--- src/rtl/iocc_pkg.sv ---
// Shared constants for the channel control-state block
package iocc_pkg;
  // Register byte offsets
  localparam logic [7:0] CMD_OFS      = 8'h00;
  localparam logic [7:0] JUMP_OFS     = 8'h04;
  localparam logic [7:0] STAT_REQ_OFS = 8'h08;
  localparam logic [7:0] CHAN_BASE    = 8'h40;
  // Command register fields
  localparam int OP_LSB   = 0;
  localparam int OP_W     = 4;
  localparam int CHAN_LSB = 8;
  // Channel flag word bit positions
  localparam int FP_BIT = 0;
  localparam int FF_BIT = 1;
  localparam int SE_BIT = 2;
  localparam int SW_BIT = 3;
  localparam int RE_BIT = 4;
  localparam int RW_BIT = 5;
  localparam int OP_BIT = 6;
  localparam int IP_BIT = 7;
  // Response codes and the odd quarter-word select
  localparam logic [1:0] RESP_OKAY   = 2'h0;
  localparam logic [1:0] RESP_SLVERR = 2'h2;
  localparam logic [1:0] QSEL_ODD    = 2'h1;
  // Channel commands
  typedef enum logic [3:0] {
    load_function_cmd         = 4'h1,
    load_function_watched_cmd = 4'h2,
    load_send_cmd             = 4'h3,
    load_send_watched_cmd     = 4'h4,
    load_receive_cmd          = 4'h5,
    load_receive_watched_cmd  = 4'h6,
    stop_send_cmd             = 4'h7,
    stop_receive_cmd          = 4'h8,
    jump_if_function_forced   = 4'h9,
    jump_if_send_engaged      = 4'ha,
    jump_if_receive_engaged   = 4'hb
  } iocc_cmd_t;
  // Service kinds from the timing chain
  typedef enum logic [1:0] {
    svc_sim_out = 2'h1,
    svc_out     = 2'h2,
    svc_in      = 2'h3
  } iocc_svc_t;
endpackage

--- src/rtl/iocc_top.sv ---
// Per-channel control flags, request gating and monitor interrupt arbitration
`timescale 1ns/10ps
`default_nettype none

// Behaviour
// - Each channel keeps eight flags: pending, forced, send/receive engaged and watch, output/input monitor interrupt.
// - Stop-receive clears receive-engaged and receive-watch.
// - Plain receive-load clears receive-watch only; receive-engaged stays set.
// - Stop-send clears send-engaged and send-watch.
// - Plain send-load clears send-watch only; send-engaged stays set.
// - Clearing a watch flag by command raises no monitor interrupt.
// - A monitor interrupt already in flight survives a later watch clear.
// - Function loads set pending and forced; serving the function word clears forced.
// - One function word per load, only when descriptor count is nonzero.
// - Function loads leave send-engaged and send-watch untouched.
// - Send loads set send-engaged; stop or terminal output clears it.
// - Receive loads set receive-engaged; stop or terminal input clears it.
// - Quarter-word output count 2 to 1 with select 01/11 ends send too.
// - Terminal clear of a watched engaged flag raises the monitor interrupt.
// - Taking the input monitor interrupt clears receive-watch.
// - Input monitor beats output monitor; lowest channel first.
// - Function-test jump taken when function-forced is set.
// - Send-busy jump taken when send-engaged is set.
// - Receive-busy jump taken when receive-engaged is set.
module iocc_top #(
  parameter int NCH = 16,
  parameter int CW  = 4
) (
  // Clock and reset
  input  wire logic           clk,
  input  wire logic           sys_rst,
  // AXI4-Lite slave
  input  wire logic [7:0]     s_axi_awaddr,
  input  wire logic           s_axi_awvalid,
  output logic                s_axi_awready,
  input  wire logic [31:0]    s_axi_wdata,
  input  wire logic [3:0]     s_axi_wstrb,
  input  wire logic           s_axi_wvalid,
  output logic                s_axi_wready,
  output logic [1:0]          s_axi_bresp,
  output logic                s_axi_bvalid,
  input  wire logic           s_axi_bready,
  input  wire logic [7:0]     s_axi_araddr,
  input  wire logic           s_axi_arvalid,
  output logic                s_axi_arready,
  output logic [31:0]         s_axi_rdata,
  output logic [1:0]          s_axi_rresp,
  output logic                s_axi_rvalid,
  input  wire logic           s_axi_rready,
  // Peripheral request pins
  input  wire logic [NCH-1:0] output_word_request,
  input  wire logic [NCH-1:0] input_word_request,
  input  wire logic [NCH-1:0] status_request_line,
  // Gated requests to the timing chain
  output logic [NCH-1:0]      out_req_gated,
  output logic [NCH-1:0]      in_req_gated,
  output logic [NCH-1:0]      fn_req,
  output logic [NCH-1:0]      stat_req,
  // Service report from the timing chain
  input  wire logic           svc_valid,
  input  wire logic [1:0]     svc_kind,
  input  wire logic [CW-1:0]  svc_chan,
  input  wire logic           svc_terminal,
  input  wire logic           svc_count_zero,
  input  wire logic           svc_quarter,
  input  wire logic           svc_step_2to1,
  input  wire logic [1:0]     svc_qsel,
  output logic                fn_send,
  // Monitor interrupt request
  output logic                mon_irq_valid,
  output logic                mon_irq_is_input,
  output logic [CW-1:0]       mon_irq_chan,
  input  wire logic           mon_irq_ack
);
  // AXI state
  logic            awready_reg, awready_next, wready_reg, wready_next;
  logic            bvalid_reg, bvalid_next, arready_reg, arready_next, rvalid_reg, rvalid_next;
  logic [1:0]      bresp_reg, bresp_next, rresp_reg, rresp_next;
  logic [7:0]      awaddr_reg, awaddr_next;
  logic [31:0]     wdata_reg, wdata_next, rdata_reg, rdata_next;
  logic            commit, cmd_fire;
  iocc_pkg::iocc_cmd_t cmd_op;
  logic [CW-1:0]   cmd_chan;
  logic            jump_reg, jump_next;
  // Flags, one bit per channel
  logic [NCH-1:0]  fp_reg, ff_reg, se_reg, sw_reg, re_reg, rw_reg, ip_reg, op_reg;
  logic [NCH-1:0]  fp_next, ff_next, se_next, sw_next, re_next, rw_next, ip_next, op_next;
  // Synchronisers and request outputs
  logic [NCH-1:0]  out_s1_reg, out_s2_reg, in_s1_reg, in_s2_reg, st_s1_reg, st_s2_reg;
  logic [NCH-1:0]  out_req_next, in_req_next;
  logic            fn_send_next, irq_v_next, irq_in_next;
  logic [CW-1:0]   irq_ch_next;

  assign commit   = !awready_reg && !wready_reg && !bvalid_reg;
  assign cmd_fire = commit && awaddr_reg == iocc_pkg::CMD_OFS && 32'(wdata_reg[iocc_pkg::CHAN_LSB +: 4]) < NCH;
  assign cmd_op   = iocc_pkg::iocc_cmd_t'(wdata_reg[iocc_pkg::OP_LSB +: iocc_pkg::OP_W]);
  assign cmd_chan = wdata_reg[iocc_pkg::CHAN_LSB +: CW];

  // Bus slave next state
  always_comb
  begin
    awready_next = awready_reg;
    wready_next  = wready_reg;
    bvalid_next  = bvalid_reg;
    bresp_next   = bresp_reg;
    awaddr_next  = awaddr_reg;
    wdata_next   = wdata_reg;
    arready_next = arready_reg;
    rvalid_next  = rvalid_reg;
    rresp_next   = rresp_reg;
    rdata_next   = rdata_reg;
    jump_next    = jump_reg;
    if (awready_reg && s_axi_awvalid)
    begin
      awready_next = 1'b0;
      awaddr_next  = s_axi_awaddr;
    end
    if (wready_reg && s_axi_wvalid)
    begin
      wready_next = 1'b0;
      wdata_next  = s_axi_wdata;
    end
    if (commit)
    begin
      bvalid_next = 1'b1;
      bresp_next  = (awaddr_reg == iocc_pkg::CMD_OFS) ? iocc_pkg::RESP_OKAY : iocc_pkg::RESP_SLVERR;
    end
    if (bvalid_reg && s_axi_bready)
    begin
      bvalid_next  = 1'b0;
      awready_next = 1'b1;
      wready_next  = 1'b1;
    end
    if (cmd_fire)
    begin
      unique case (cmd_op)
        iocc_pkg::jump_if_function_forced: jump_next = ff_reg[cmd_chan];
        iocc_pkg::jump_if_send_engaged:    jump_next = se_reg[cmd_chan];
        iocc_pkg::jump_if_receive_engaged: jump_next = re_reg[cmd_chan];
        default:                           jump_next = jump_reg;
      endcase
    end
    if (arready_reg && s_axi_arvalid)
    begin
      arready_next = 1'b0;
      rvalid_next  = 1'b1;
      rresp_next   = iocc_pkg::RESP_OKAY;
      rdata_next   = 32'h0000_0000;
      if (s_axi_araddr == iocc_pkg::JUMP_OFS)
        rdata_next[0] = jump_reg;
      else if (s_axi_araddr == iocc_pkg::STAT_REQ_OFS)
        rdata_next[NCH-1:0] = st_s2_reg;
      else if (s_axi_araddr >= iocc_pkg::CHAN_BASE && s_axi_araddr[1:0] == 2'b00
               && s_axi_araddr[7:2] - iocc_pkg::CHAN_BASE[7:2] < NCH)
      begin
        rdata_next[iocc_pkg::FP_BIT] = fp_reg[CW'(s_axi_araddr[7:2] - iocc_pkg::CHAN_BASE[7:2])];
        rdata_next[iocc_pkg::FF_BIT] = ff_reg[CW'(s_axi_araddr[7:2] - iocc_pkg::CHAN_BASE[7:2])];
        rdata_next[iocc_pkg::SE_BIT] = se_reg[CW'(s_axi_araddr[7:2] - iocc_pkg::CHAN_BASE[7:2])];
        rdata_next[iocc_pkg::SW_BIT] = sw_reg[CW'(s_axi_araddr[7:2] - iocc_pkg::CHAN_BASE[7:2])];
        rdata_next[iocc_pkg::RE_BIT] = re_reg[CW'(s_axi_araddr[7:2] - iocc_pkg::CHAN_BASE[7:2])];
        rdata_next[iocc_pkg::RW_BIT] = rw_reg[CW'(s_axi_araddr[7:2] - iocc_pkg::CHAN_BASE[7:2])];
        rdata_next[iocc_pkg::OP_BIT] = op_reg[CW'(s_axi_araddr[7:2] - iocc_pkg::CHAN_BASE[7:2])];
        rdata_next[iocc_pkg::IP_BIT] = ip_reg[CW'(s_axi_araddr[7:2] - iocc_pkg::CHAN_BASE[7:2])];
      end
      else if (s_axi_araddr != iocc_pkg::CMD_OFS)
        rresp_next = iocc_pkg::RESP_SLVERR;
    end
    if (rvalid_reg && s_axi_rready)
    begin
      rvalid_next  = 1'b0;
      arready_next = 1'b1;
    end
  end

  always_ff @(posedge clk or posedge sys_rst)
  begin
    if (sys_rst)
    begin
      awready_reg <= 1'b1;
      wready_reg  <= 1'b1;
      bvalid_reg  <= 1'b0;
      bresp_reg   <= iocc_pkg::RESP_OKAY;
      awaddr_reg  <= 8'h00;
      wdata_reg   <= 32'h0000_0000;
      arready_reg <= 1'b1;
      rvalid_reg  <= 1'b0;
      rresp_reg   <= iocc_pkg::RESP_OKAY;
      rdata_reg   <= 32'h0000_0000;
      jump_reg    <= 1'b0;
    end
    else
    begin
      awready_reg <= awready_next;
      wready_reg  <= wready_next;
      bvalid_reg  <= bvalid_next;
      bresp_reg   <= bresp_next;
      awaddr_reg  <= awaddr_next;
      wdata_reg   <= wdata_next;
      arready_reg <= arready_next;
      rvalid_reg  <= rvalid_next;
      rresp_reg   <= rresp_next;
      rdata_reg   <= rdata_next;
      jump_reg    <= jump_next;
    end
  end

  // Per-channel flag next state: ack, then timing chain, then command
  for (genvar ch = 0; ch < NCH; ch++)
  begin : g_chan
    logic cmd_hit, svc_hit, ack_hit, term_out, term_in;
    assign cmd_hit  = cmd_fire && cmd_chan == CW'(ch);
    assign svc_hit  = svc_valid && svc_chan == CW'(ch);
    assign ack_hit  = mon_irq_ack && mon_irq_valid && mon_irq_chan == CW'(ch);
    assign term_out = svc_hit && svc_kind == iocc_pkg::svc_out && se_reg[ch]
                      && (svc_terminal || (svc_quarter && svc_step_2to1 && svc_qsel[0] == iocc_pkg::QSEL_ODD[0]));
    assign term_in  = svc_hit && svc_kind == iocc_pkg::svc_in && re_reg[ch] && svc_terminal;
    always_comb
    begin
      fp_next[ch] = fp_reg[ch];
      ff_next[ch] = ff_reg[ch];
      se_next[ch] = se_reg[ch];
      sw_next[ch] = sw_reg[ch];
      re_next[ch] = re_reg[ch];
      rw_next[ch] = rw_reg[ch];
      ip_next[ch] = ip_reg[ch];
      op_next[ch] = op_reg[ch];
      if (ack_hit && mon_irq_is_input)
      begin
        ip_next[ch] = 1'b0;
        rw_next[ch] = 1'b0;
      end
      if (ack_hit && !mon_irq_is_input)
      begin
        op_next[ch] = 1'b0;
        sw_next[ch] = 1'b0;
      end
      if (svc_hit && svc_kind == iocc_pkg::svc_sim_out)
      begin
        fp_next[ch] = 1'b0;
        ff_next[ch] = 1'b0;
      end
      if (term_out)
      begin
        se_next[ch] = 1'b0;
        op_next[ch] = op_next[ch] | sw_reg[ch];
      end
      if (term_in)
      begin
        re_next[ch] = 1'b0;
        ip_next[ch] = ip_next[ch] | rw_reg[ch];
      end
      // Commands never touch pending interrupts
      if (cmd_hit)
      begin
        unique case (cmd_op)
          iocc_pkg::load_function_cmd, iocc_pkg::load_function_watched_cmd:
          begin
            fp_next[ch] = 1'b1;
            ff_next[ch] = 1'b1;
          end
          iocc_pkg::load_send_cmd:
          begin
            se_next[ch] = 1'b1;
            sw_next[ch] = 1'b0;
          end
          iocc_pkg::load_send_watched_cmd:
          begin
            se_next[ch] = 1'b1;
            sw_next[ch] = 1'b1;
          end
          iocc_pkg::load_receive_cmd:
          begin
            re_next[ch] = 1'b1;
            rw_next[ch] = 1'b0;
          end
          iocc_pkg::load_receive_watched_cmd:
          begin
            re_next[ch] = 1'b1;
            rw_next[ch] = 1'b1;
          end
          iocc_pkg::stop_send_cmd:
          begin
            se_next[ch] = 1'b0;
            sw_next[ch] = 1'b0;
          end
          iocc_pkg::stop_receive_cmd:
          begin
            re_next[ch] = 1'b0;
            rw_next[ch] = 1'b0;
          end
          default:
          begin
          end
        endcase
      end
    end
  end

  // Request gating, function send and interrupt choice
  always_comb
  begin
    out_req_next = out_s2_reg & se_reg;
    in_req_next  = in_s2_reg & re_reg;
    fn_send_next = svc_valid && svc_kind == iocc_pkg::svc_sim_out && fp_reg[svc_chan] && !svc_count_zero;
    irq_v_next   = 1'b0;
    irq_in_next  = 1'b0;
    irq_ch_next  = '0;
    for (int i = NCH - 1; i >= 0; i--)
    begin
      if (op_next[i] && !irq_in_next)
      begin
        irq_v_next  = 1'b1;
        irq_ch_next = CW'(i);
      end
    end
    for (int i = NCH - 1; i >= 0; i--)
    begin
      if (ip_next[i])
      begin
        irq_v_next  = 1'b1;
        irq_in_next = 1'b1;
        irq_ch_next = CW'(i);
      end
    end
  end

  always_ff @(posedge clk or posedge sys_rst)
  begin
    if (sys_rst)
    begin
      {fp_reg, ff_reg, se_reg, sw_reg, re_reg, rw_reg, ip_reg, op_reg} <= '0;
      {out_s1_reg, out_s2_reg, in_s1_reg, in_s2_reg, st_s1_reg, st_s2_reg} <= '0;
      out_req_gated    <= '0;
      in_req_gated     <= '0;
      fn_send          <= 1'b0;
      mon_irq_valid    <= 1'b0;
      mon_irq_is_input <= 1'b0;
      mon_irq_chan     <= '0;
    end
    else
    begin
      fp_reg <= fp_next;
      ff_reg <= ff_next;
      se_reg <= se_next;
      sw_reg <= sw_next;
      re_reg <= re_next;
      rw_reg <= rw_next;
      ip_reg <= ip_next;
      op_reg <= op_next;
      out_s1_reg <= output_word_request;
      out_s2_reg <= out_s1_reg;
      in_s1_reg  <= input_word_request;
      in_s2_reg  <= in_s1_reg;
      st_s1_reg  <= status_request_line;
      st_s2_reg  <= st_s1_reg;
      out_req_gated    <= out_req_next;
      in_req_gated     <= in_req_next;
      fn_send          <= fn_send_next;
      mon_irq_valid    <= irq_v_next;
      mon_irq_is_input <= irq_in_next;
      mon_irq_chan     <= irq_ch_next;
    end
  end

  assign fn_req        = fp_reg;
  assign stat_req      = st_s2_reg;
  assign s_axi_awready = awready_reg;
  assign s_axi_wready  = wready_reg;
  assign s_axi_bvalid  = bvalid_reg;
  assign s_axi_bresp   = bresp_reg;
  assign s_axi_arready = arready_reg;
  assign s_axi_rvalid  = rvalid_reg;
  assign s_axi_rresp   = rresp_reg;
  assign s_axi_rdata   = rdata_reg;

  // Checks
  chk_stop_recv_clears: assert property (@(posedge clk) disable iff (sys_rst)
    cmd_fire && cmd_op == iocc_pkg::stop_receive_cmd |=> !re_reg[$past(cmd_chan)] && !rw_reg[$past(cmd_chan)])
    else $error("stop receive left flags set");
  chk_load_recv_plain: assert property (@(posedge clk) disable iff (sys_rst)
    cmd_fire && cmd_op == iocc_pkg::load_receive_cmd |=> re_reg[$past(cmd_chan)] && !rw_reg[$past(cmd_chan)])
    else $error("plain receive load wrong");
  chk_stop_send_clears: assert property (@(posedge clk) disable iff (sys_rst)
    cmd_fire && cmd_op == iocc_pkg::stop_send_cmd |=> !se_reg[$past(cmd_chan)] && !sw_reg[$past(cmd_chan)])
    else $error("stop send left flags set");
  chk_load_send_plain: assert property (@(posedge clk) disable iff (sys_rst)
    cmd_fire && cmd_op == iocc_pkg::load_send_cmd |=> se_reg[$past(cmd_chan)] && !sw_reg[$past(cmd_chan)])
    else $error("plain send load wrong");
  chk_stop_no_irq: assert property (@(posedge clk) disable iff (sys_rst)
    cmd_fire && cmd_op == iocc_pkg::stop_receive_cmd && !ip_reg[cmd_chan] && !svc_valid
    |=> !ip_reg[$past(cmd_chan)])
    else $error("stop raised a monitor interrupt");
  chk_fn_load_sets: assert property (@(posedge clk) disable iff (sys_rst)
    cmd_fire && cmd_op == iocc_pkg::load_function_watched_cmd |=> fp_reg[$past(cmd_chan)] && ff_reg[$past(cmd_chan)])
    else $error("function load flags not set");
  chk_fn_send_count: assert property (@(posedge clk) disable iff (sys_rst)
    fn_send |-> $past(svc_valid) && !$past(svc_count_zero))
    else $error("function word with zero count");
  chk_term_in_irq: assert property (@(posedge clk) disable iff (sys_rst)
    svc_valid && svc_kind == iocc_pkg::svc_in && re_reg[svc_chan] && rw_reg[svc_chan] && svc_terminal
    |=> ip_reg[$past(svc_chan)] ##1 mon_irq_valid)
    else $error("terminal input raised no interrupt");
  chk_input_first: assert property (@(posedge clk) disable iff (sys_rst)
    mon_irq_valid && !mon_irq_is_input |-> ip_reg == '0)
    else $error("output interrupt beat input");
  chk_jump_forced: assert property (@(posedge clk) disable iff (sys_rst)
    cmd_fire && cmd_op == iocc_pkg::jump_if_function_forced |=> jump_reg == $past(ff_reg[cmd_chan]))
    else $error("function jump result wrong");
endmodule

`default_nettype wire

--- config.mk ---
export PLATFORM = sky130hd
export DESIGN_NAME = iocc_top
export DESIGN_NICKNAME = d
export VERILOG_FILES = /design/src/rtl/iocc_pkg.sv /design/src/rtl/iocc_top.sv
export SDC_FILE = /design/constraint.sdc
export NUM_CORES = 1
export LEC_CHECK = 0
export ABC_AREA = 1
export BUFFER_PORTS_ARGS = -buffer_cell sky130_fd_sc_hd__buf_4
export CAP_MARGIN = 20
export CORE_ASPECT_RATIO = 0.75
export CORE_MARGIN = 3
export CORE_UTILIZATION = 40
export CTS_CLUSTER_SIZE = 14
export DETAILED_ROUTE_END_ITERATION = 8
export PLACE_DENSITY_LB_ADDON = 0.3
export SETUP_SLACK_MARGIN = 0.2
export SLEW_MARGIN = 15
export SYNTH_ARGS = -nofsm -noshare
export SYNTH_HDL_FRONTEND = slang
export SYNTH_SLANG_ARGS = --single-unit
--- constraint.sdc ---
create_clock -name clk -period 24.8 [get_ports clk]
set_input_delay 2.48 -clock clk [delete_from_list [all_inputs] [get_ports clk]]
set_output_delay 2.48 -clock clk [all_outputs]
set_load 0.05 [all_outputs]
=== Word level (Yosys, flattened, before mapping) ===
Cells that the tools add are included.

* Logic and storage cells: 841
* Register bits after elaboration: 309
* Output and inout bits: 112

* Bitwise gates (word level): 34
* Equal/unequal tests: 61
* $lt $le $gt $ge: 5
* Multiplexer cells: 477
* Reduce and logical (&&, ||, !) cells: 231
* Add/subtract/negate cells: 2

{| class="wikitable"
|+ Operators by type and width
! cell !! number
|-
| $mux 1 || 359
|-
| $logic_and 1x1->1 || 208
|-
| $mux 4 || 32
|-
| $pmux 1 s2 || 64
|-
| $eq 4x4->1 const B || 28
|-
| $eq 4x3->1 const B || 16
|-
| $bmux 1 s4 || 12
|-
| $and 16x16->16 || 2
|-
| $eq 4x2->1 const B || 8
|-
| $lt 32x5->1 const B || 1
|-
| $or 1x1->1 || 32
|-
| $mux 8 || 3
|-
| $eq 4x1->1 const B || 4
|-
| $lt 4x5->1 const B || 3
|-
| $mux 15 || 1
|-
| $logic_not 4->1 || 3
|-
| $mux 2 || 5
|-
| $reduce_or 2->1 || 5
|-
| $eq 8x3->1 const B || 1
|-
| $eq 8x4->1 const B || 1
|-
| $ge 8x7->1 const B || 1
|-
| $logic_not 8->1 || 1
|-
| $reduce_bool 2->1 || 4
|-
| $reduce_bool 8->1 || 1
|-
| 10 further kinds || 15
|}

=== Longest topological paths before layout ===
* Depth after elaboration: 38
* Depth in mapped cells: 36
* Mapped depth without buffers: 36

=== Least setup slack after synthesis ===
No wires, ideal clock.

* Path kind: input -> register
* From: input port mon_irq_ack
* To: register mon_irq_chan[0]
* Path slack: 20.179 ns
* Buffers on the path: 0
* Data required time: 24.666 ns
* Arrival time: 4.487 ns
* Cell stages on the path: 35
* Cell sequence: nand2_1 nor2_1 nand3_1 nand2_1 nand2_1 nand3_1 nand2_1 nand2_1 nand2_1 nand2_1 nand2_1 nand2_1 nand2_1 nand2_1 nand2_1 nand2_1 nand2_1 nand2_1 nand2_1 nand2_1 nand2_1 nand2_1 nand2_1 nand2_1 nand2_1 nand2_1 nand2_1 nand2_1 nand2_1 nand2_1 nand2_1 nand2_1 nand2_1 nand2_1 a21oi_2

* Longest elaborated chain between the ends: 38
* Elaborated cells between the ends (all ways): 177
* Those cells by class: mux: 96; bitwise: 32; reduce/logical: 49

{| class="wikitable"
|+ RTL lines
! item !! RTL line !! text
|-
| from (decl) || iocc_top.sv:73 || <nowiki>input wire logic mon_irq_ack</nowiki>
|-
| $logic_and 1x1->1 * (2 in a row) || iocc_top.sv:213 || <nowiki>assign ack_hit = mon_irq_ack && mon_irq_valid && mon_irq_chan == CW'(ch);</nowiki>
|-
| $logic_and 1x1->1 * || iocc_top.sv:232 || <nowiki>if (ack_hit && !mon_irq_is_input)</nowiki>
|-
| $mux 1 * || iocc_top.sv:232 ||
|-
| $or 1x1->1 || iocc_top.sv:245 || <nowiki>op_next[ch] = op_next[ch] | sw_reg[ch];</nowiki>
|-
| $mux 1 * || iocc_top.sv:242 || <nowiki>if (term_out)</nowiki>
|-
| named net op_next[15] || iocc_top.sv:87 || <nowiki>logic [NCH-1:0] fp_next, ff_next, se_next, sw_next, re_next, rw_next, ip_next, op_next;</nowiki>
|-
| $mux 4 * (16 in a row) || iocc_top.sv:310 || <nowiki>if (op_next[i] && !irq_in_next)</nowiki>
|-
| $mux 4 * (16 in a row) || iocc_top.sv:318 || <nowiki>if (ip_next[i])</nowiki>
|-
| named net irq_ch_next[0] || iocc_top.sv:92 || <nowiki>logic [CW-1:0] irq_ch_next;</nowiki>
|-
| to (signal assigned) || iocc_top.sv:361 || <nowiki>mon_irq_chan <= irq_ch_next;</nowiki>
|-
| to (decl) || iocc_top.sv:72 || <nowiki>output logic [CW-1:0] mon_irq_chan,</nowiki>
|}

Mark *: on every way through the listed nets, which the timed path passes. The rest lies on a longest branch.
A chain may end at the register's enable or synchronous reset.

=== Worst setup path after layout ===
* From: input port mon_irq_ack
* To: register mon_irq_chan[0]

* Elaborated cells between the ends (all ways): 177
* Those cells by class: mux: 96; bitwise: 32; reduce/logical: 49

{| class="wikitable"
|+ RTL lines
! item !! RTL line
|-
| $logic_and 1x1->1 * (2 in a row) || iocc_top.sv:213
|-
| $logic_and 1x1->1 * || iocc_top.sv:232
|-
| $mux 1 * || iocc_top.sv:232
|-
| $or 1x1->1 || iocc_top.sv:245
|-
| $mux 1 * || iocc_top.sv:242
|-
| named net op_next[13] || iocc_top.sv:87
|-
| $mux 4 * (14 in a row) || iocc_top.sv:310
|-
| $mux 4 * (16 in a row) || iocc_top.sv:318
|-
| named net irq_ch_next[0] || iocc_top.sv:92
|}

Marks and branches as above.

==> run summary <==
Synth Warn # -> 0
Buffers on Ports -> 185
VDD IR-drop max -> 0.0698 mV
Top FF cell, synth -> dfrtp_1
EDFF count, synth -> 0
antenna cells -> 0
Initial DRT Pass Iterations -> 5
Layout fillers -> 3004
Reg area -> 7590 µm²
Skew-Pair Late Insertion Delay -> 0.57 ns
Area growth, synth to finish -> 22.9%
DRC errors left -> 0
hold_buf cts -> 0
final setup fails -> 0
Initial Utilization -> 0.411
area of the multi-input gates -> 4650 µm²
Rows -> 56
Final Hold Fails -> 0
top cells by area, synth -> dfrtp_1 (57%), nand2_1 (9.5%), o21ai_0 (4.9%), inv_1 (3.9%), nand3_1 (3.8%)
root buf cell -> clkbuf_16
Reg clk slew, reported paths -> 0.06 ns
critical path class -> input port to flop
area of the mapped netlist -> 13100 µm²
Worst Path Required -> 25.22 ns
outcome -> completed
Post-CTS Setup Bufs -> 0
post-layout min period -> 5.30 ns
H-tree depth -> 1
Synth Register Bits -> 303
Simple-Gate Fraction of Synth Area -> 0.193
CP max FO -> 8
Lkg Pwr -> 7.63 nW
fraction of layout cells with a size suffix above 1 -> 0.184
vias post-DR -> 11500
compound-gate portion of the synthesized area -> 0.150
Internal -> 1.07 mW
nets@finish -> 1755
gp weighted congestion -> 0.952
sw frac -> 0.383
cts bufs inserted -> 31
Crit path largest cell delay -> 0.78 ns
Clock power frac -> 0.296
Routed wire per std cell -> 20.4 µm
P per Cell Area -> 109 nW/µm²
count leader, synth -> nand2_1
Clock Sinks -> 303
die area -> 34900 µm²
final setup TNS -> 0 ns
Max-cap violations -> 0
Worst EP arrival -> 5.73 ns
final number of max-transition violations -> 0
Die Height -> 162 µm
Worst Skew -> 0.0179 ns
core footprint -> 31700 µm²
min-delay worst type -> flop to flop
number of vias per cell -> 5.51
Gate power share -> 0.319
largest net degree at the start of global routing -> 95
initial antenna violation count -> 0
fin util -> 0.506
CP Buf/Inv Count -> 2
largest family of logic cells by synthesized area -> simple AND/OR/NAND/NOR gates
sequential area share after synthesis -> 0.581
CP Capture Type -> flop
first-pass GRT wire length -> 65800 µm
Post-synth ARST share -> 1.00
syn_area_per_cell -> 9.04 µm²
Total Routed Length -> 42600 µm
family with the most delay on the worst path -> simple AND/OR/NAND/NOR gates
unrepaired setup endpoints after global routing -> false
worst slew pin tran -> 1.35 ns
I/O pin cnt -> 233
Slew headroom -> 0.103
crit-path most repeated cell -> nand2_1
clk buf depth -> 3
total global routing overflow -> 0
CTS tree -> done
Critical Path Start Type -> input port
DIE WIDTH -> 215 µm
post-synth top area cell -> dfrtp_1
Tcrit/Tclk final -> 0.214
post-synthesis mux area share -> 0.00776
register share of total power -> 0.385
Synth top area share -> 0.575
Fmax -> 189 MHz
DPL Wire Length -> 29900 µm
NetSw -> 0.668 mW
xor/xnor cell area share of the yosys netlist -> 0
global-route usage over all layers -> 0.242
CP max stage cell -> nor2_1
synth unique cells -> 47
initial DRC count -> 1412
vias in the first global route -> 11200
Adder-Cell Fraction of Synth Area -> 0
top cells by instance count after synthesis -> nand2_1 (330), dfrtp_1 (300), inv_1 (136)
Antenna Nets Post-Route -> 0
CTS resizes -> 0
Cells after Synth -> 1445
path summary, 6_finish.rpt:
kind | from | endpoint | slack, ns | cells past startpoint
worst max-delay path | mon_irq_ack | mon_irq_chan[0] | 19.50 | 36
worst min-delay path | out_s1_reg[7] | out_s2_reg[7] | 0.35 | 0
worst max register to register | mon_irq_chan[1] | mon_irq_chan[0] | 21.10 | 36
worst min register to register | out_s1_reg[7] | out_s2_reg[7] | 0.35 | 0
max in group asynchronous | sys_rst | ff_reg[13] | 20.67 | 4
min in group asynchronous | sys_rst | jump_reg | 2.00 | 2
cells by family (layout without fill, tap and decap cells):
| logic type | after synthesis | count (layout) |
|---|---|---|
| buffers and inverters | 220 | 415 |
| other | 1 | 18 |
| multiplexers | 9 | 9 |
| AO/OA/AOI/OAI | 315 | 315 |
| AND/OR/NAND/NOR | 597 | 597 |
| flip-flops | 303 | 303 |
power groups by stage:
| stage | clock network [mW] | registers (mW) | logic (mW) |
|---|---|---|---|
| finish | 0.516 | 0.672 | 0.555 |
| global route | 0.548 | 0.682 | 0.607 |
| CTS | 0.528 | 0.669 | 0.541 |
| detailed placement | 0 | 0.676 | 0.539 |
| global placement | 0 | 0.674 | 0.532 |
| floorplan | 0 | 0.727 | 0.294 |
final cells by class:
class	count	area share
clock buffers	41	0.0569
clock inverters	15	0.0143
multi-input cells	939	0.290
well taps	435	0.0339
repair buffers	202	0.0952
inverters	157	0.0372
flip-flops and latches	303	0.473
placed cells by master, fill, tap and decap left out, drive strengths merged, types with 13 or more instances in the layout:
| cell | instances |
|---|---|
| nand2 | 332 |
| dfrtp | 300 |
| buf | 202 |
| inv | 151 |
| o21ai | 135 |
| nor2 | 119 |
| nand3 | 101 |
| o22ai | 44 |
| clkbuf | 41 |
| o211ai | 35 |
| a21oi | 30 |
| a22oi | 28 |
| nand4 | 23 |
| conb | 18 |
| nor3 | 18 |
| o221ai | 13 |
| clkinv | 13 |
metal layers:
layer  vias up  share of wire  routed length [µm]  track usage
met5         -              0                   0            0
met3       101           0.11                4880       0.0569
li1       5229              -                   -            -
met4         0          0.034                1440       0.0828
met2       713           0.42               18000        0.352
met1      5486           0.43               18300        0.355
metrics by stage:
step                setup slack [ns]  cell area (µm²)  power (mW)  hold WS, ns  std cells
finish                         19.50            16000        1.74        0.347       2092
global route                   19.20            16000        1.84        0.351       2092
global placement               19.04            14900        1.21        0.332       2033
CTS                            19.67            16000        1.74        0.349       2091
detailed placement             19.08            14900        1.22        0.335       2035
floorplan                      13.95            13100        1.02        0.331       1462
No activity file was read; power rests on OpenSTA's default activity.
